## config.mk

```make
export PLATFORM = sky130hd
export DESIGN_NAME = rstic_reset_irq_ctrl
export DESIGN_NICKNAME = d
export VERILOG_FILES = /design/src/rtl/rstic_pkg.sv /design/src/rtl/rstic_reset_irq_ctrl.sv
export SDC_FILE = /design/constraint.sdc
export NUM_CORES = 1
export LEC_CHECK = 0
export BUFFER_PORTS_ARGS = -buffer_cell sky130_fd_sc_hd__buf_4
export CAP_MARGIN = 20
export CORE_ASPECT_RATIO = 1.25
export CORE_MARGIN = 8
export CORE_UTILIZATION = 50
export DETAILED_ROUTE_END_ITERATION = 7
export HOLD_SLACK_MARGIN = 0.02
export PLACE_DENSITY = 0.86
export RECOVER_POWER = 100
export SLEW_MARGIN = 5
export SYNTH_ARGS = -nofsm -noshare
export SYNTH_HDL_FRONTEND = slang
export SYNTH_SLANG_ARGS = --single-unit
```

## constraint.sdc

```tcl
create_clock -name clk -period 2.4 [get_ports clk]
set_clock_uncertainty 0.1 [all_clocks]
set_input_delay 0.12 -clock clk [delete_from_list [all_inputs] [get_ports clk]]
set_output_delay 0.12 -clock clk [all_outputs]
set_load 0.03 [all_outputs]
```

## src/rtl/rstic_pkg.sv

```systemverilog
// constants, register map and carrier types for the reset and interrupt controller
// assumes a 40 MHz core clock and an 8-bit processor I/O space
package rstic_pkg;

  // clock and timing
  localparam int CLK_PS          = 25000;
  localparam int EXT_RST_NS      = 200;
  localparam int EXT_RST_CYC     = (EXT_RST_NS * 1000 + CLK_PS - 1) / CLK_PS;
  localparam int LS_BIT_PS       = 666667;
  localparam int SE0_BITS        = 4;
  localparam int SE0_CYC         = (SE0_BITS * LS_BIT_PS + CLK_PS - 1) / CLK_PS;
  localparam int USB_PULSE_CYC   = 24;
  localparam int RESP_CYC        = 4;
  localparam int DLY_FAST_TICKS  = 1024;
  localparam int DLY_SLOW_TICKS  = 16384;

  // I/O offsets
  localparam logic [5:0] TIMER_IRQ_FLAGS_OFS   = 6'h38;
  localparam logic [5:0] TIMER_IRQ_MASK_OFS    = 6'h39;
  localparam logic [5:0] GENERAL_IRQ_FLAGS_OFS = 6'h3a;
  localparam logic [5:0] GENERAL_IRQ_MASK_OFS  = 6'h3b;

  // field positions
  localparam int SUSP_BIT      = 6;
  localparam int TOVF_BIT      = 1;
  localparam logic [7:0] GEN_VALID_MASK = 8'h40;
  localparam logic [7:0] TMR_VALID_MASK = 8'h02;
  localparam logic [7:0] REG_RESET      = 8'h00;

  // vectors, word addresses and numbers
  localparam logic [11:0] RESET_VEC_ADDR = 12'h000;
  localparam logic [11:0] SUSP_VEC_ADDR  = 12'h002;
  localparam logic [11:0] TOVF_VEC_ADDR  = 12'h00e;
  localparam logic [11:0] USB_VEC_ADDR   = 12'h018;
  localparam logic [3:0]  SUSP_VEC_NUM   = 4'h2;
  localparam logic [3:0]  TOVF_VEC_NUM   = 4'h8;
  localparam logic [3:0]  USB_VEC_NUM    = 4'hd;

  typedef struct packed {
    logic       we;
    logic       re;
    logic [5:0] addr;
    logic [7:0] wdata;
  } rstic_io_req_t;

  typedef struct packed {
    logic [3:0]  num;
    logic [11:0] addr;
  } rstic_vec_t;

endpackage : rstic_pkg

```

## src/rtl/rstic_reset_irq_ctrl.sv

```systemverilog
// reset sequencing and interrupt vectoring for the processor core
// assumes the core issues I/O accesses, reports instruction boundaries and
// return-from-interrupt; the USB register groups sit outside and hand in levels
//
// Notes on behaviour
// - USB events reach vectors 13 or 2
// - frame events and bus/suspend events kept apart
// - reset pin low over 200 ns resets
// - watchdog pulse one cycle, delay follows
// - SE0 of 4 low-speed bits gives 24-cycle pulse
// - separation off: bus reset resets processor
// - separation on: USB only, masked interrupt
// - every USB reset deconfigures the device
// - processor reset clears registers, restart 000h
// - delay counts 1K or 16K watchdog ticks
// - power-on held until delay timer finishes
// - pin release waits for delay timer
// - taking interrupt clears global enable, return sets
// - static conditions set flag on edge only
// - vectoring clears the causing flag
// - disabled source still sets its flag
// - pending flags served later by priority
// - level interrupt has no latched flag
// - suspend enable plus global vectors to 002h
// - suspend flag cleared by vector or one
// - timer overflow enable plus global takes interrupt
// - lower vector address wins priority
// - vector runs no sooner than 4 cycles
`timescale 1ns/1ps

module rstic_reset_irq_ctrl
  import rstic_pkg::*;
#(
  parameter int DLY_FAST = DLY_FAST_TICKS,
  parameter int DLY_SLOW = DLY_SLOW_TICKS
) (
  // clock and reset
  input  wire logic          clk,
  input  wire logic          arst_n,
  // pins and straps
  input  wire logic          rst_pin_n,
  input  wire logic          wdt_osc,
  input  wire logic          usb_se0,
  input  wire logic          fast_startup_fuse,
  // watchdog
  input  wire logic          wdt_enable,
  input  wire logic          wdt_expire,
  // USB register groups
  input  wire logic          bus_reset_sep_en,
  input  wire logic          bus_reset_irq_mask_bit,
  input  wire logic          usb_frame_irq_level,
  input  wire logic          susp_resume_cond,
  // timer
  input  wire logic          timer_overflow_event,
  // processor core
  input  wire rstic_io_req_t io_req,
  output logic [7:0]         io_rdata,
  input  wire logic          instr_boundary,
  input  wire logic          sw_gie_set,
  input  wire logic          sw_gie_clr,
  input  wire logic          return_from_interrupt,
  output logic               global_irq_enable,
  output logic               irq_busy,
  output logic               vec_fire,
  output rstic_vec_t         vec,
  // resets out
  output logic               cpu_rst,
  output logic [11:0]        cpu_start_addr,
  output logic               usb_hw_rst
);

  localparam int DW = $clog2(DLY_SLOW + 1);

  // refused at elaboration: the counter cannot serve these
  if (DLY_FAST < 1 || DLY_SLOW < DLY_FAST) begin : g_dly_chk
    $error("delay tick counts out of range");
  end

  // synchronisers
  logic [1:0] pin_sync;
  logic [1:0] osc_sync;
  logic [1:0] se0_sync;
  logic       osc_d;

  always_ff @(posedge clk or negedge arst_n) begin
    if (!arst_n) begin
      pin_sync <= 2'h3;
      osc_sync <= 2'h0;
      se0_sync <= 2'h0;
      osc_d    <= 1'b0;
    end else begin
      pin_sync <= {pin_sync[0], rst_pin_n};
      osc_sync <= {osc_sync[0], wdt_osc};
      se0_sync <= {se0_sync[0], usb_se0};
      osc_d    <= osc_sync[1];
    end
  end

  wire logic wdt_tick = osc_sync[1] & ~osc_d;

  // external reset filter
  logic [3:0] ext_cnt;
  wire logic  ext_low = (ext_cnt == 4'(EXT_RST_CYC));

  always_ff @(posedge clk or negedge arst_n) begin
    if (!arst_n) begin
      ext_cnt <= 4'h0;
    end else if (pin_sync[1]) begin
      ext_cnt <= 4'h0;
    end else if (!ext_low) begin
      ext_cnt <= ext_cnt + 4'h1;
    end
  end

  // watchdog reset pulse, one cycle per expiry
  logic wdt_pulse;

  always_ff @(posedge clk or negedge arst_n) begin
    if (!arst_n) begin
      wdt_pulse <= 1'b0;
    end else begin
      wdt_pulse <= wdt_enable & wdt_expire & ~wdt_pulse;
    end
  end

  // USB bus reset detection and pulse
  logic [7:0] se0_cnt;
  logic [4:0] usb_pulse_cnt;
  wire logic  se0_hit    = se0_sync[1] && (se0_cnt == 8'(SE0_CYC - 1));
  wire logic  usb_pulse  = (usb_pulse_cnt != 5'h0);

  always_ff @(posedge clk or negedge arst_n) begin
    if (!arst_n) begin
      se0_cnt <= 8'h0;
    end else if (!se0_sync[1]) begin
      se0_cnt <= 8'h0;
    end else if (se0_cnt != 8'(SE0_CYC)) begin
      se0_cnt <= se0_cnt + 8'h1;
    end
  end

  always_ff @(posedge clk or negedge arst_n) begin
    if (!arst_n) begin
      usb_pulse_cnt <= 5'h0;
    end else if (se0_hit) begin
      usb_pulse_cnt <= 5'(USB_PULSE_CYC);
    end else if (usb_pulse) begin
      usb_pulse_cnt <= usb_pulse_cnt - 5'h1;
    end
  end

  // separation decides who the bus reset reaches
  wire logic usb_to_cpu = usb_pulse & ~bus_reset_sep_en;
  wire logic bus_irq_ev = se0_hit & bus_reset_sep_en & bus_reset_irq_mask_bit;

  // start-up delay timer on watchdog oscillator ticks
  logic          por_hold;
  logic          dly_done;
  logic [DW-1:0] dly_cnt;
  wire logic [DW-1:0] dly_target = fast_startup_fuse ? DW'(DLY_FAST) : DW'(DLY_SLOW);
  wire logic     src_active = por_hold | ext_low | wdt_pulse | usb_to_cpu;

  always_ff @(posedge clk or negedge arst_n) begin
    if (!arst_n) begin
      por_hold <= 1'b1;
    end else begin
      por_hold <= 1'b0;
    end
  end

  // any active source restarts the count; counting begins once all are gone
  always_ff @(posedge clk or negedge arst_n) begin
    if (!arst_n) begin
      dly_cnt  <= '0;
      dly_done <= 1'b0;
    end else if (src_active) begin
      dly_cnt  <= '0;
      dly_done <= 1'b0;
    end else if (!dly_done && wdt_tick) begin
      dly_cnt  <= dly_cnt + DW'(1);
      dly_done <= (dly_cnt + DW'(1) == dly_target);
    end
  end

  assign cpu_rst        = src_active | ~dly_done;
  assign cpu_start_addr = RESET_VEC_ADDR;
  assign usb_hw_rst     = usb_pulse | cpu_rst;

  // interrupt sources
  logic susp_cond_d;
  logic susp_en;
  logic susp_flag;
  logic tovf_en;
  logic tovf_flag;
  logic gie;
  logic after_return_from_interrupt;

  always_ff @(posedge clk or negedge arst_n) begin
    if (!arst_n) begin
      susp_cond_d <= 1'b0;
    end else begin
      susp_cond_d <= susp_resume_cond;
    end
  end

  // suspend group and bus reset share vector 2; frame group stays a level on 13
  wire logic susp_set = (susp_resume_cond & ~susp_cond_d) | bus_irq_ev;
  wire logic wr_gen_flags = io_req.we && (io_req.addr == GENERAL_IRQ_FLAGS_OFS);
  wire logic wr_tmr_flags = io_req.we && (io_req.addr == TIMER_IRQ_FLAGS_OFS);

  // arbitration
  wire logic req_susp = susp_flag & susp_en;
  wire logic req_tovf = tovf_flag & tovf_en;
  wire logic req_usb  = usb_frame_irq_level;
  wire logic any_req  = req_susp | req_tovf | req_usb;

  typedef enum logic {S_IDLE, S_RESP} rstic_state_t;
  rstic_state_t state;
  logic [1:0]   resp_cnt;
  wire logic    take = (state == S_IDLE) && gie && any_req && instr_boundary && !after_return_from_interrupt;

  function automatic rstic_vec_t rstic_pick(input logic s, input logic t);
    rstic_vec_t v;
    v = '{num: USB_VEC_NUM, addr: USB_VEC_ADDR};
    if (s) begin
      v = '{num: SUSP_VEC_NUM, addr: SUSP_VEC_ADDR};
    end else if (t) begin
      v = '{num: TOVF_VEC_NUM, addr: TOVF_VEC_ADDR};
    end
    return v;
  endfunction : rstic_pick

  always_ff @(posedge clk or negedge arst_n) begin
    if (!arst_n) begin
      state    <= S_IDLE;
      resp_cnt <= 2'h0;
      vec      <= '0;
    end else if (cpu_rst) begin
      state    <= S_IDLE;
      resp_cnt <= 2'h0;
    end else begin
      case (state)
        S_IDLE: begin
          if (take) begin
            state    <= S_RESP;
            resp_cnt <= 2'h0;
            vec      <= rstic_pick(req_susp, req_tovf);
          end
        end
        S_RESP: begin
          resp_cnt <= resp_cnt + 2'h1;
          if (resp_cnt == 2'(RESP_CYC - 1)) begin
            state <= S_IDLE;
          end
        end
        default: state <= S_IDLE;
      endcase
    end
  end

  // pc push and stack adjust happen in the core while busy
  assign irq_busy = (state == S_RESP);
  assign vec_fire = irq_busy && (resp_cnt == 2'(RESP_CYC - 1));

  wire logic fire_susp = vec_fire && (vec.num == SUSP_VEC_NUM);
  wire logic fire_tovf = vec_fire && (vec.num == TOVF_VEC_NUM);

  // flags: a new event wins over a vector or write-one clear in the same cycle, not over processor reset
  always_ff @(posedge clk or negedge arst_n) begin
    if (!arst_n) begin
      susp_flag <= 1'b0;
    end else if (cpu_rst) begin
      susp_flag <= 1'b0;
    end else if (susp_set) begin
      susp_flag <= 1'b1;
    end else if (fire_susp || (wr_gen_flags && io_req.wdata[SUSP_BIT])) begin
      susp_flag <= 1'b0;
    end
  end

  always_ff @(posedge clk or negedge arst_n) begin
    if (!arst_n) begin
      tovf_flag <= 1'b0;
    end else if (cpu_rst) begin
      tovf_flag <= 1'b0;
    end else if (timer_overflow_event) begin
      tovf_flag <= 1'b1;
    end else if (fire_tovf || (wr_tmr_flags && io_req.wdata[TOVF_BIT])) begin
      tovf_flag <= 1'b0;
    end
  end

  // enables
  always_ff @(posedge clk or negedge arst_n) begin
    if (!arst_n) begin
      susp_en <= 1'b0;
      tovf_en <= 1'b0;
    end else if (cpu_rst) begin
      susp_en <= REG_RESET[SUSP_BIT];
      tovf_en <= REG_RESET[TOVF_BIT];
    end else if (io_req.we) begin
      if (io_req.addr == GENERAL_IRQ_MASK_OFS) begin
        susp_en <= io_req.wdata[SUSP_BIT];
      end else if (io_req.addr == TIMER_IRQ_MASK_OFS) begin
        tovf_en <= io_req.wdata[TOVF_BIT];
      end
    end
  end

  // global enable; taking an interrupt outranks a software set
  always_ff @(posedge clk or negedge arst_n) begin
    if (!arst_n) begin
      gie <= 1'b0;
    end else if (cpu_rst || take || sw_gie_clr) begin
      gie <= 1'b0;
    end else if (return_from_interrupt || sw_gie_set) begin
      gie <= 1'b1;
    end
  end

  // one more main-line instruction runs after a return
  always_ff @(posedge clk or negedge arst_n) begin
    if (!arst_n) begin
      after_return_from_interrupt <= 1'b0;
    end else if (cpu_rst) begin
      after_return_from_interrupt <= 1'b0;
    end else if (return_from_interrupt) begin
      after_return_from_interrupt <= 1'b1;
    end else if (instr_boundary) begin
      after_return_from_interrupt <= 1'b0;
    end
  end

  assign global_irq_enable = gie;

  // register read, data one cycle after the strobe
  always_ff @(posedge clk or negedge arst_n) begin
    if (!arst_n) begin
      io_rdata <= 8'h00;
    end else if (io_req.re) begin
      if (io_req.addr == GENERAL_IRQ_MASK_OFS) begin
        io_rdata <= {1'b0, susp_en, 6'h00} & GEN_VALID_MASK;
      end else if (io_req.addr == GENERAL_IRQ_FLAGS_OFS) begin
        io_rdata <= {1'b0, susp_flag, 6'h00} & GEN_VALID_MASK;
      end else if (io_req.addr == TIMER_IRQ_MASK_OFS) begin
        io_rdata <= {6'h00, tovf_en, 1'b0} & TMR_VALID_MASK;
      end else if (io_req.addr == TIMER_IRQ_FLAGS_OFS) begin
        io_rdata <= {6'h00, tovf_flag, 1'b0} & TMR_VALID_MASK;
      end else begin
        io_rdata <= 8'h00;
      end
    end
  end

  // checks
  logic [5:0] pulse_len;
  always_ff @(posedge clk or negedge arst_n) begin
    if (!arst_n) begin
      pulse_len <= 6'h0;
    end else begin
      pulse_len <= usb_pulse ? pulse_len + 6'h1 : 6'h0;
    end
  end
endmodule : rstic_reset_irq_ctrl

```

==> flow_summary.toml <==
[status]
outcome = "finished, final reports clean"

[setup_path]
crit_path_max_fanout = 6
path_depth = 6
cp_top_family = "simple AND/OR/NAND/NOR gates"
crit_arrival_ns = 2.40
critPathSlowestCell = "or4_4"
rr_startpoint = "dly_cnt[0]"
cp_data_required_time_ns = 2.51
critPathMaxStageDelay_ns = 0.50
critPathCapture = "dly_cnt[14]"
cp-end-kind = "flip-flop"
cp-startpoint = "dly_cnt[0]"
rr_worst_depth = 6
cp.buffers_inverters = 0
path_cells = "ha_1, nand4_2, or3_1, or4_4, xor2_1, nor2_1"
critPathLaunchType = "flip-flop"
r2r_end = "dly_cnt[14]"
r2r_slack_ns = 0.11
critPathKind = "reg2reg"

[detailed_routing]
wl_per_cell_um = 14.3
vias_per_cell = 5.14
drc = 0
drt_iter0_markers = 102
drt-pass1-iter-count = 4
routed_wl_um = 6910
vias = 2477
drt.antenna.violating_nets = 0

[synth]
yosys.area_share.simple_pct = 23.3
yosys_warnings = 0
synth_top_cells_by_area = "dfrtp_1, buf_4, nor2_1"
synth_area_per_cell_um2 = 9.99
synth_top_family_by_area = "simple AND/OR/NAND/NOR gates"
synthMuxAreaShare_pct = 2.57
synth_edf_count = 0
synth_top_cell_area_share_pct = 43.0
post-synth-top-count-cell = "dfrtp_1"
ys_types = 62
yosys-top-cells-count = "dfrtp_1, nor2_1, buf_4"
synth-xor-area-share_pct = 7.26
async_flop_share_pct = 100
synth-seq-cells = 59
syn_area_mm2 = 0.00326
synth_ff_type = "dfrtp_1"
syn_inst = 326
synth-adder-area-share_pct = 3.46
yosysTopAreaCell = "dfrtp_1"
ys_seq_area_share_pct = 45.5
synth_compound_area_share_pct = 7.96

[grt]
antenna_found_initial = 0
overflow = 0
track_usage_pct = 15.6
grt_max_degree = 60
grt_pass1_wl_um = 11600
grt_pass1_vias = 2521

[power_and_ir_drop]
vdd_drop_max_mv = 0.501
p_leak_uw = 0.00180
powerDensity_mw_per_mm2 = 573

[clocking]
cts_buffer_depth = 2
htree_levels = 3
cts_buffers = 9
clk_pin_slew_worst_paths_ns = 0.07
post_cts_buffers = 0
cts_tree = "done"
clock-sinks = 59
cts_root_buf = "clkbuf_8"
clock_latency_ns = 0.34

[sta]
fmax_mhz = 436
layout_min_cycle_time_ns = 2.29
tightest_slew_ns = 1.41
setup_viol = 0
hold_ws_ns = 0.0584
min_period_over_period_pct = 95.6
drv_slew = 0
timing.final.hold_violations = 0
max_slew_margin_pct = 6.05
rsz0062_at_grt = "no"
finalSetupTns_ns = 0

[finish]
antenna_cells = 0
final_nets = 432
drive_above_1_share_pct = 16.2
area_delta_synth_final_pct = 17.8

[floorplan]
dieArea_mm2 = 0.00937
die_x_um = 88.2
core_mm2 = 0.00644
start_util_pct = 50.5
ioPinCount = 74
die_h_um = 106
core.rowCount = 33

[flow_run]
drv_cap = 0

[hold_path]
hold_class = "in2reg"
whs_path_depth = 3

[place]
port-buffer-count = 41
hpwlAfterDp_um = 4810
gp_congestion = 0.848
[area by class of cell]
| class | instances | area (um2) |
|---|---|---|
| clock buffers | 11 | 131 |
| clock inverters | 5 | 77.6 |
| fillers | 580 | 2610 |
| inverters | 14 | 52.6 |
| multi-input cells | 243 | 1540 |
| flip-flops and latches | 59 | 1480 |
| well taps | 87 | 109 |
| repair buffers | 63 | 450 |
[logic make-up (layout without fill, tap and decap cells)]
logic type	Yosys count	count (layout)
DFF	59	59
AOI/OAI and AO/OA	34	34
other	1	27
adders and majority gates	9	9
muxes	8	8
and+or+nand+nor	138	138
xor gates and xnor gates	27	27
buffers and inverters	50	93
[layer usage]
layer	share of wire (%)	global-route usage [%]
met1	40	17.1
met2	52	27.1
met3	6.5	5.09
met4	1.0	5.33
met5	0	0
[state kept, by name, summed over array words and instances, names as in the netlist, 2 cells and up]
name and flops:
ext_cnt 4, se0_sync 2, io_rdata 2, vec 5
pin_sync 2, usb_pulse_cnt 5, dly_cnt 15, resp_cnt 2
se0_cnt 8, osc_sync 2
[where the power goes]
group / leakage, uW / switching, uW / internal [uW]
sequential: 0.000794 / 16.2 / 1010
combinational: 0.000903 / 119 / 67.6
clock: 0.000103 / 398 / 582
total: 0.00180 / 533 / 1660
[stage by stage]
stage / instance area [um2] / instances / power [uW] / utilization [%] / worst slack [ns]
floorplan: 3350 / 352 / 1180 / - / 0.331
global placement: 3540 / 449 / 1210 / 54.9 / 0.260
detailed placement: 3540 / 449 / 1220 / 54.9 / 0.190
CTS: 3920 / 482 / 2210 / 60.8 / 0.0847
global route: 3840 / 482 / 2280 / 59.6 / 0.00814
finish: 3840 / 482 / 2200 / 59.6 / 0.107
[cells in the final DEF (no fill, tap or decap), types with 3 or more instances in the layout]
master / netlist / layout
a21o_1: 3 / 3
a21oi_1: 7 / 7
and2_0: 0 / 4
and3_1: 4 / 4
buf_4: 30 / 23
clkbuf_1: 3 / 18
clkbuf_4: 0 / 5
clkbuf_8: 2 / 9
conb_1: 1 / 27
dfrtp_1: 56 / 56
dfstp_2: 3 / 3
dlygate4sd3_1: 0 / 17
ha_1: 9 / 9
inv_1: 14 / 14
mux2_2: 3 / 3
mux2i_1: 5 / 5
nand2_1: 19 / 19
nand3_1: 18 / 18
nand3b_1: 4 / 4
nand4_1: 4 / 4
nor2_1: 47 / 48
nor2b_1: 4 / 4
nor3_1: 6 / 6
o2111ai_1: 4 / 4
o21ai_0: 3 / 4
xnor2_1: 15 / 15
xor2_1: 12 / 12
[worst register-to-register path, delay by kind of cell (launching register included)]
kind	cells	cell delay (ns)
xor+xnor	1	0.16
fa+ha+maj	1	0.30
flops	1	0.42
simple gates	4	1.19
[worst min path at each step]
stage	end	startpoint	slack [ns]
2_1_floorplan	after_return_from_interrupt	arst_n	-0.28
3_3_place_gp	osc_sync[0]	arst_n	0.13
5_1_grt	global_irq_enable	sw_gie_set	0.06
6_report	global_irq_enable	sw_gie_set	0.06
3_5_place_dp	osc_sync[1]	arst_n	0.13
4_1_cts	global_irq_enable	sw_gie_set	0.05
[repair_timing]
| action | in CTS | in global routing |
|---|---|---|
| resized for setup | 0 | 1 |
| setup endpoints to repair | 0 | 1 |
| hold buffers | 17 | 0 |
| endpoints found under the hold margin | 69 | 0 |
Power figures use the tool's default switching activity.
